File: src/ipf_pkg.sv
package ipf_pkg;

  // ==========================================================================
  // Register map (byte addresses on the 32-bit bus)
  // ==========================================================================
  localparam logic [3:0] ADDR_PRIO0 = 4'h0;
  localparam logic [3:0] ADDR_PRIO1 = 4'h4;
  localparam int         ADDR_W     = 4;
  localparam int         REG_W      = 16;
  localparam int         FIELD_W    = 3;

  // ==========================================================================
  // Field positions (least significant bit of each three-bit field)
  // ==========================================================================
  localparam int OUT_CMP1_LSB = 8;
  localparam int IN_CAP1_LSB  = 4;
  localparam int EXT_IRQ0_LSB = 0;
  localparam int TIMER2_LSB   = 12;
  localparam int OUT_CMP2_LSB = 8;
  localparam int IN_CAP2_LSB  = 4;

  // ==========================================================================
  // Implemented-bit masks and reset values
  // ==========================================================================
  localparam logic [15:0] PRIO0_MASK  = 16'h0777;
  localparam logic [15:0] PRIO1_MASK  = 16'h7770;
  localparam logic [2:0]  FIELD_RESET = 3'h4;
  localparam logic [2:0]  LEVEL_OFF   = 3'h0;

  // ==========================================================================
  // Bus responses
  // ==========================================================================
  localparam logic [1:0] RESP_OKAY   = 2'h0;
  localparam logic [1:0] RESP_SLVERR = 2'h2;

endpackage

File: src/ipf_prio_field.sv
`timescale 1ns/1ns
// One priority field: stores the code and turns it into a level and enable.
module ipf_prio_field (
  // Clock and reset
  input  wire logic       aclk,
  input  wire logic       aresetn,
  // Write side
  input  wire logic       wr_en,
  input  wire logic [2:0] wr_code,
  // Field outputs
  output logic      [2:0] code,
  output logic      [2:0] level,
  output logic            enabled
);

  logic [2:0] next_code;

  always_comb begin
    next_code = wr_en ? wr_code : code;
  end

  always_ff @(posedge aclk) begin
    if (!aresetn) begin
      code <= ipf_pkg::FIELD_RESET;
    end else begin
      code <= next_code;
    end
  end

  // The code is the level itself; all zeros means the source is off.
  assign level   = code;
  assign enabled = code != ipf_pkg::LEVEL_OFF;

endmodule

File: src/ipf_regs.sv
`timescale 1ns/1ns
// ============================================================================
// What this block does
// - A field's three-bit value is its level; seven highest, one lowest.
// - Field value zero disables the source; it is never offered.
// - Unimplemented bits of both priority registers always read zero.
// - First register holds output compare 1 priority in bits 10 to 8.
// - First register bit 7 unused; input capture 1 priority in bits 6 to 4.
// - First register bit 3 unused; external interrupt 0 priority bits 2-0.
// - Second register bit 11 unused; output compare 2 priority bits 10-8.
// - Second register bit 7 unused; input capture 2 priority in bits 6-4.
// - Second register bits 3 to 0 are unused and read zero.
// ============================================================================
module ipf_regs (
  // Clock and reset
  input  wire logic        aclk,
  input  wire logic        aresetn,
  // AXI4-Lite write address
  input  wire logic [3:0]  s_axi_awaddr,
  input  wire logic        s_axi_awvalid,
  output logic             s_axi_awready,
  // AXI4-Lite write data
  input  wire logic [31:0] s_axi_wdata,
  input  wire logic [3:0]  s_axi_wstrb,
  input  wire logic        s_axi_wvalid,
  output logic             s_axi_wready,
  // AXI4-Lite write response
  output logic      [1:0]  s_axi_bresp,
  output logic             s_axi_bvalid,
  input  wire logic        s_axi_bready,
  // AXI4-Lite read address
  input  wire logic [3:0]  s_axi_araddr,
  input  wire logic        s_axi_arvalid,
  output logic             s_axi_arready,
  // AXI4-Lite read data
  output logic      [31:0] s_axi_rdata,
  output logic      [1:0]  s_axi_rresp,
  output logic             s_axi_rvalid,
  input  wire logic        s_axi_rready,
  // Levels towards the arbiter, zero when the source is disabled
  output logic      [2:0]  out_cmp1_level,
  output logic      [2:0]  in_cap1_level,
  output logic      [2:0]  ext_irq0_level,
  output logic      [2:0]  timer2_level,
  output logic      [2:0]  out_cmp2_level,
  output logic      [2:0]  in_cap2_level,
  // Per-source enable, low when the field holds zero
  output logic      [5:0]  src_enabled
);

  // ==========================================================================
  // Write channel capture
  // ==========================================================================
  // Address and data are latched separately, so either may arrive first.
  logic        aw_held;
  logic [3:0]  aw_addr;
  logic        w_held;
  logic [31:0] w_data;
  logic [3:0]  w_strb;
  logic        bvalid;
  logic [1:0]  bresp;
  logic        next_aw_held;
  logic [3:0]  next_aw_addr;
  logic        next_w_held;
  logic [31:0] next_w_data;
  logic [3:0]  next_w_strb;
  logic        next_bvalid;
  logic [1:0]  next_bresp;
  logic        do_write;
  logic        wr_hit0;
  logic        wr_hit1;

  assign s_axi_awready = !aw_held && !bvalid;
  assign s_axi_wready  = !w_held && !bvalid;
  assign s_axi_bvalid  = bvalid;
  assign s_axi_bresp   = bresp;

  always_comb begin
    next_aw_held = aw_held;
    next_aw_addr = aw_addr;
    next_w_held  = w_held;
    next_w_data  = w_data;
    next_w_strb  = w_strb;
    next_bvalid  = bvalid;
    next_bresp   = bresp;
    if (s_axi_awvalid && s_axi_awready) begin
      next_aw_held = 1'b1;
      next_aw_addr = s_axi_awaddr;
    end
    if (s_axi_wvalid && s_axi_wready) begin
      next_w_held = 1'b1;
      next_w_data = s_axi_wdata;
      next_w_strb = s_axi_wstrb;
    end
    if (do_write) begin
      next_aw_held = 1'b0;
      next_w_held  = 1'b0;
      next_bvalid  = 1'b1;
      next_bresp   = (wr_hit0 || wr_hit1) ? ipf_pkg::RESP_OKAY
                                          : ipf_pkg::RESP_SLVERR;
    end else if (bvalid && s_axi_bready) begin
      next_bvalid = 1'b0;
    end
  end

  always_ff @(posedge aclk) begin
    if (!aresetn) begin
      aw_held <= 1'b0;
      aw_addr <= 4'h0;
      w_held  <= 1'b0;
      w_data  <= 32'h0000_0000;
      w_strb  <= 4'h0;
      bvalid  <= 1'b0;
      bresp   <= 2'h0;
    end else begin
      aw_held <= next_aw_held;
      aw_addr <= next_aw_addr;
      w_held  <= next_w_held;
      w_data  <= next_w_data;
      w_strb  <= next_w_strb;
      bvalid  <= next_bvalid;
      bresp   <= next_bresp;
    end
  end

  assign do_write = aw_held && w_held && !bvalid;
  assign wr_hit0  = aw_addr[3:2] == ipf_pkg::ADDR_PRIO0[3:2];
  assign wr_hit1  = aw_addr[3:2] == ipf_pkg::ADDR_PRIO1[3:2];

  // ==========================================================================
  // Priority fields
  // ==========================================================================
  // Each field sits inside one byte lane, so one strobe bit gates it.
  logic [2:0] code [6];
  logic [2:0] lvl  [6];
  logic [5:0] fld_we;
  logic [2:0] fld_wd [6];

  always_comb begin
    fld_we[0] = do_write && wr_hit0 && w_strb[1];
    fld_wd[0] = w_data[ipf_pkg::OUT_CMP1_LSB +: 3];
    fld_we[1] = do_write && wr_hit0 && w_strb[0];
    fld_wd[1] = w_data[ipf_pkg::IN_CAP1_LSB +: 3];
    fld_we[2] = do_write && wr_hit0 && w_strb[0];
    fld_wd[2] = w_data[ipf_pkg::EXT_IRQ0_LSB +: 3];
    fld_we[3] = do_write && wr_hit1 && w_strb[1];
    fld_wd[3] = w_data[ipf_pkg::TIMER2_LSB +: 3];
    fld_we[4] = do_write && wr_hit1 && w_strb[1];
    fld_wd[4] = w_data[ipf_pkg::OUT_CMP2_LSB +: 3];
    fld_we[5] = do_write && wr_hit1 && w_strb[0];
    fld_wd[5] = w_data[ipf_pkg::IN_CAP2_LSB +: 3];
  end

  for (genvar i = 0; i < 6; i++) begin : g_field
    ipf_prio_field u_field (
      .aclk    (aclk),
      .aresetn (aresetn),
      .wr_en   (fld_we[i]),
      .wr_code (fld_wd[i]),
      .code    (code[i]),
      .level   (lvl[i]),
      .enabled (src_enabled[i])
    );
  end

  // A disabled source presents level zero, so the arbiter cannot pick it.
  assign out_cmp1_level = lvl[0];
  assign in_cap1_level  = lvl[1];
  assign ext_irq0_level = lvl[2];
  assign timer2_level   = lvl[3];
  assign out_cmp2_level = lvl[4];
  assign in_cap2_level  = lvl[5];

  // ==========================================================================
  // Read images
  // ==========================================================================
  logic [15:0] img0;
  logic [15:0] img1;

  always_comb begin
    img0 = 16'h0000;
    img0[ipf_pkg::OUT_CMP1_LSB +: 3] = code[0];
    img0[ipf_pkg::IN_CAP1_LSB +: 3]  = code[1];
    img0[ipf_pkg::EXT_IRQ0_LSB +: 3] = code[2];
    img0 = img0 & ipf_pkg::PRIO0_MASK;
    img1 = 16'h0000;
    img1[ipf_pkg::TIMER2_LSB +: 3]   = code[3];
    img1[ipf_pkg::OUT_CMP2_LSB +: 3] = code[4];
    img1[ipf_pkg::IN_CAP2_LSB +: 3]  = code[5];
    img1 = img1 & ipf_pkg::PRIO1_MASK;
  end

  // ==========================================================================
  // Read channel
  // ==========================================================================
  logic        rvalid;
  logic [31:0] rdata;
  logic [1:0]  rresp;
  logic        next_rvalid;
  logic [31:0] next_rdata;
  logic [1:0]  next_rresp;

  assign s_axi_arready = !rvalid;
  assign s_axi_rvalid  = rvalid;
  assign s_axi_rdata   = rdata;
  assign s_axi_rresp   = rresp;

  always_comb begin
    next_rvalid = rvalid;
    next_rdata  = rdata;
    next_rresp  = rresp;
    if (s_axi_arvalid && s_axi_arready) begin
      next_rvalid = 1'b1;
      next_rresp  = ipf_pkg::RESP_OKAY;
      if (s_axi_araddr[3:2] == ipf_pkg::ADDR_PRIO0[3:2]) begin
        next_rdata = {16'h0000, img0};
      end else if (s_axi_araddr[3:2] == ipf_pkg::ADDR_PRIO1[3:2]) begin
        next_rdata = {16'h0000, img1};
      end else begin
        next_rdata = 32'h0000_0000;
        next_rresp = ipf_pkg::RESP_SLVERR;
      end
    end else if (rvalid && s_axi_rready) begin
      next_rvalid = 1'b0;
    end
  end

  always_ff @(posedge aclk) begin
    if (!aresetn) begin
      rvalid <= 1'b0;
      rdata  <= 32'h0000_0000;
      rresp  <= 2'h0;
    end else begin
      rvalid <= next_rvalid;
      rdata  <= next_rdata;
      rresp  <= next_rresp;
    end
  end

endmodule

File: config.mk
export PLATFORM = sky130hd
export DESIGN_NAME = ipf_regs
export DESIGN_NICKNAME = d
export VERILOG_FILES = /design/src/ipf_pkg.sv /design/src/ipf_prio_field.sv /design/src/ipf_regs.sv
export SDC_FILE = /design/constraint.sdc
export NUM_CORES = 1
export LEC_CHECK = 0
export BUFFER_PORTS_ARGS = -buffer_cell sky130_fd_sc_hd__buf_2
export CAP_MARGIN = 15
export CORE_MARGIN = 1
export CORE_UTILIZATION = 40
export DETAILED_ROUTE_END_ITERATION = 6
export PLACE_DENSITY = 0.7
export SETUP_SLACK_MARGIN = 0.05
export SYNTH_ARGS = -nofsm -noshare
export SYNTH_HDL_FRONTEND = slang
export SYNTH_SLANG_ARGS = --single-unit
File: constraint.sdc
create_clock -name aclk -period 1.9 [get_ports aclk]
set_input_delay 0.285 -clock aclk [delete_from_list [all_inputs] [get_ports aclk]]
set_output_delay 0.285 -clock aclk [all_outputs]
set_load 0.005 [all_outputs]
### After elaboration in Yosys (flattened, before gate mapping)

Index checks and enable logic that the tools add are counted.
W data, S select, Z words.

* register bits after elaboration: 79
* bits of input ports: 51
* output and inout port bits: 65
* word-level logic and storage cells: 59

* eq/ne operators: 2
* mux-type cells: 9
* bitwise gates (word level): 1
* reduce and logical (&&, ||, !) cells: 31

Operator list (count)
* $mux W15: 2
* $reduce_bool A3 Y1: 6
* $logic_and A1 B1 Y1: 15
* $mux W2: 3
* $eq A2 B1 Y1 const B: 2
* $logic_not A1 Y1: 4
* $logic_not A2 Y1: 2
* $mux W1: 4
* $reduce_bool A2 Y1: 2
* $reduce_or A2 Y1: 1
* $logic_or A1 B1 Y1: 1
* $not A1 Y1: 1

### Depth between registers and ports, before layout

* depth in word-level cells: 4
* mapped depth: 5
* depth with buffers taken out: 3

### Modules after synthesis

From an unflattened synthesis, not the netlist that was laid out.

* cells, all modules: 259
* area, all modules: 2447.3 µm²

Modules (own cells, without submodules)
* ipf_regs: instances 1, cells each 181, area each 1636.6 µm², seq. area each 680.7 µm²
* ipf_prio_field: instances 6, cells each 13, area each 135.1 µm², seq. area each 60.1 µm²

### Least setup slack after synthesis

Ideal clock, no wire load.

* kind: flip-flop to flip-flop
* from: register rvalid, in the netlist s_axi_rvalid
* to: register rdata[10], in the netlist s_axi_rdata[10]
* setup time: 123 ps
* arrival: 1295 ps
* required time: 1777 ps
* setup slack: 482 ps
* cell stages (with the launch flop): 6
* path buffers: 2
* path through: dfxtp_1 > nand2b_1 > buf_6 > and2_2 > buf_2 > a221o_2

* longest elaborated chain between the ends: 2

RTL lines
* start, declared: RTL line ipf_regs.sv:196 `logic rvalid;`
* start signal, assigned: RTL line ipf_regs.sv:234 `rvalid <= next_rvalid;`
* $logic_not A1 Y1: RTL line ipf_regs.sv:203 `assign s_axi_arready = !rvalid;`
* $logic_and A1 B1 Y1: RTL line ipf_regs.sv:212 `if (s_axi_arvalid && s_axi_arready) begin`
* end signal, assigned: RTL line ipf_regs.sv:235 `rdata <= next_rdata;`
* end, declared: RTL line ipf_regs.sv:197 `logic [31:0] rdata;`

Every way passes these cells.
A chain may end at the register's enable or synchronous reset.

### Final worst setup path

* from: register rvalid, in the netlist s_axi_rvalid
* to: register rdata[8], in the netlist s_axi_rdata[8]

The elaborated chain is that of the path after synthesis.

==> out/metrics.yaml <==
ios: 116
cts_root_buffer: "clkbuf_8"
required_ns: 2.09
htree_levels: 2
cts_hold_buf: 0
synth_cells: 243
crit_fanout: 8
diodes: 0
numCtsBuffers: 5
routabilityCongestion: 0.752
clk_pin_slew_ns: 0.10
avgViaCountPerCell: 4.62
critPathBufInv: 0
grt_pass1_wl_um: 7330
core_area_mm2: 0.00561
fp-row-count: 27
final_hold_viol_count: 0
firstDrtPassIters: 4
finalWirelength_um: 4530
timing.slew.headroom: 0.651
holdWs_ns: 0.228
yosysWarningCount: 0
worst_pin_slew_ns: 0.522
die_y_um: 78.7
end_kind: "flop"
antenna_found_initial: 0
remaining_drc_errors: 0
nNetsFinal: 350
die_x_um: 78.7
cts_resized: 0
finalSetupViolCount: 0
power_mw: 1.97
finClkSkew_ns: 0.00744
critPathMaxStageDelay_ns: 0.38
cp-start-kind: "flop"
portBuffers: 67
start_util: 0.420
fin_crit_ns: 1.46
overflow: 0
critPathSlowestCell: "a221o_2"
dpl_worst_slack_ns: 0.419
dieArea_mm2: 0.00620
syn-cell-area_mm2: 0.00236
synthDominantCellAreaShare: 0.442
critPathKind: "reg2reg"
post-synth-top-area-cell: "dfxtp_1"
synthFlopType: "dfxtp_1"
cts.path.max_buffers: 2
wl_per_cell_um: 12.2
rsz0062_at_grt: "false"
fin_crit_sh: 0.771
clock_sinks: 52
drv_cap: 0
grt_pass1_vias: 1545
antenna_left: 0
cp.arrival_ns: 1.66
setup_ws_ns: 0.435
synth_area_per_cell_um2: 9.70
area_delta_synth_final_pct: 14.4
vias: 1720
max_freq_ghz: 0.683
synthTopCellsByArea: "dfxtp_1, mux2i_1, buf_4, nor2b_1, nand2_1"
track_usage: 0.150
p_per_area_mw_per_mm2: 732
layout-drive-gt1-share: 0.297
clk_latency_ns: 0.31
synth_edf_count: 0
drtIter0Drc: 74
status: "complete, no violations"
p_leak_nw: 1.21
slew_violations: 0
postCtsSetupBuffers: 0
dp_hpwl_um: 3410
async_flop_share: 0
synth.distinct_cells: 32
ys_seq_area_frac: 0.442
setup_tns_ns: 0
cts_tree: "done"
grt_start_max_net_pins: 45
crit_family: "simple AND/OR/NAND/NOR gates"
ir_worst_vdd_v: 0.000339
crit_chain: "nand2b_1, and2_2, a221o_2"
ys_ff_latch: 52
min_path_type: "in2reg"
synthesized netlist by cell type, drive strengths merged, types with 2 or more instances:
cell type and n:
buf 32, nor3b 2, nand4b 2, nand2b 5, and4bb 2, nand3 3, a21oi 2, mux2i 33
nor2b 29, a221o 6, a22oi 3, dfxtp 52, nor2 5, nand2 26, or3 8, inv 3
clkbuf 9, and3 6, a21boi 5
registers in the layout, indices dropped and copies added (netlist names):
signal	flops
w_held	1
w_data	12
g_field.u_field.code	18
aw_held	1
s_axi_rdata	12
w_strb	2
s_axi_rvalid	1
aw_addr	2
s_axi_bresp	1
s_axi_rresp	1
s_axi_bvalid	1
area by class of cell:
class,instances,area [um2]
clock inverter,3,18.8
clock buffer,5,68.8
fill,564,2910
sequential,52,1040
tap,72,90.1
timing repair buffer,69,350
inverter,3,11.3
multi-input combinational,168,1110
cells by family (layout without fill, tap and decap cells):
kind of cell | after synthesis | count (layout) | synth area share
other | 1 | 22 | 0.00159
flip-flops | 52 | 52 | 0.442
buffers and inverters | 44 | 80 | 0.121
AO/OA/AOI/OAI | 21 | 21 | 0.0749
AND/OR/NAND/NOR | 92 | 92 | 0.221
multiplexers | 33 | 33 | 0.140
tightest hold or removal path, delay by kind of cell:
kind / cells / cell delay (ns)
buffers and inverters: 1 / 0.07
muxes: 1 / 0.05
and+or+nand+nor: 1 / 0.09
routing by layer:
metal | global-route usage | part of all wire | up-vias
met1 | 0.196 | 0.47 | 771
li1 | - | - | 883
met4 | 0.0593 | 0.015 | 0
met5 | 0 | 0 | -
met3 | 0.0356 | 0.050 | 7
met2 | 0.237 | 0.46 | 59
through the flow:
stage | util | area, um2 | instances
6_report | 0.481 | 2700 | 372
5_1_grt | 0.481 | 2700 | 372
4_1_cts | 0.481 | 2700 | 372
3_5_place_dp | 0.465 | 2610 | 364
3_3_place_gp | 0.465 | 2610 | 364
2_1_floorplan | - | 2430 | 264
worst paths after layout:
check,cells past startpoint,endpoint,slack (ns),from
worst max register to register,3,s_axi_rdata[8],0.44,s_axi_rvalid
worst min register to register,2,s_axi_rdata[2],0.46,s_axi_rdata[2]
worst min-delay path,3,w_data[14],0.23,s_axi_wdata[14]
worst max-delay path,3,s_axi_rdata[8],0.44,s_axi_rvalid
power breakdown:
group,total [mW],switching (mW),internal [mW]
combinational,0.202,0.102,0.0993
clock,0.613,0.356,0.257
sequential,1.16,0.0308,1.13
total,1.97,0.489,1.48
cell usage in the layout (no fill, tap or decap), types with 2 or more instances in the layout:
master and instances:
nand2b_1 5, nand3_1 3, a22oi_1 3, dfxtp_1 52
a221o_2 6, a21oi_1 2, and3_1 6, buf_4 2
clkbuf_8 5, and4bb_2 2, or3_1 8, mux2i_1 33
inv_1 3, buf_2 67, nor2b_1 29, nand2_1 26
conb_1 22, a21boi_0 5, clkinv_2 2, nor2_1 4
nand4b_1 2
(Power assumes the default switching activity.)
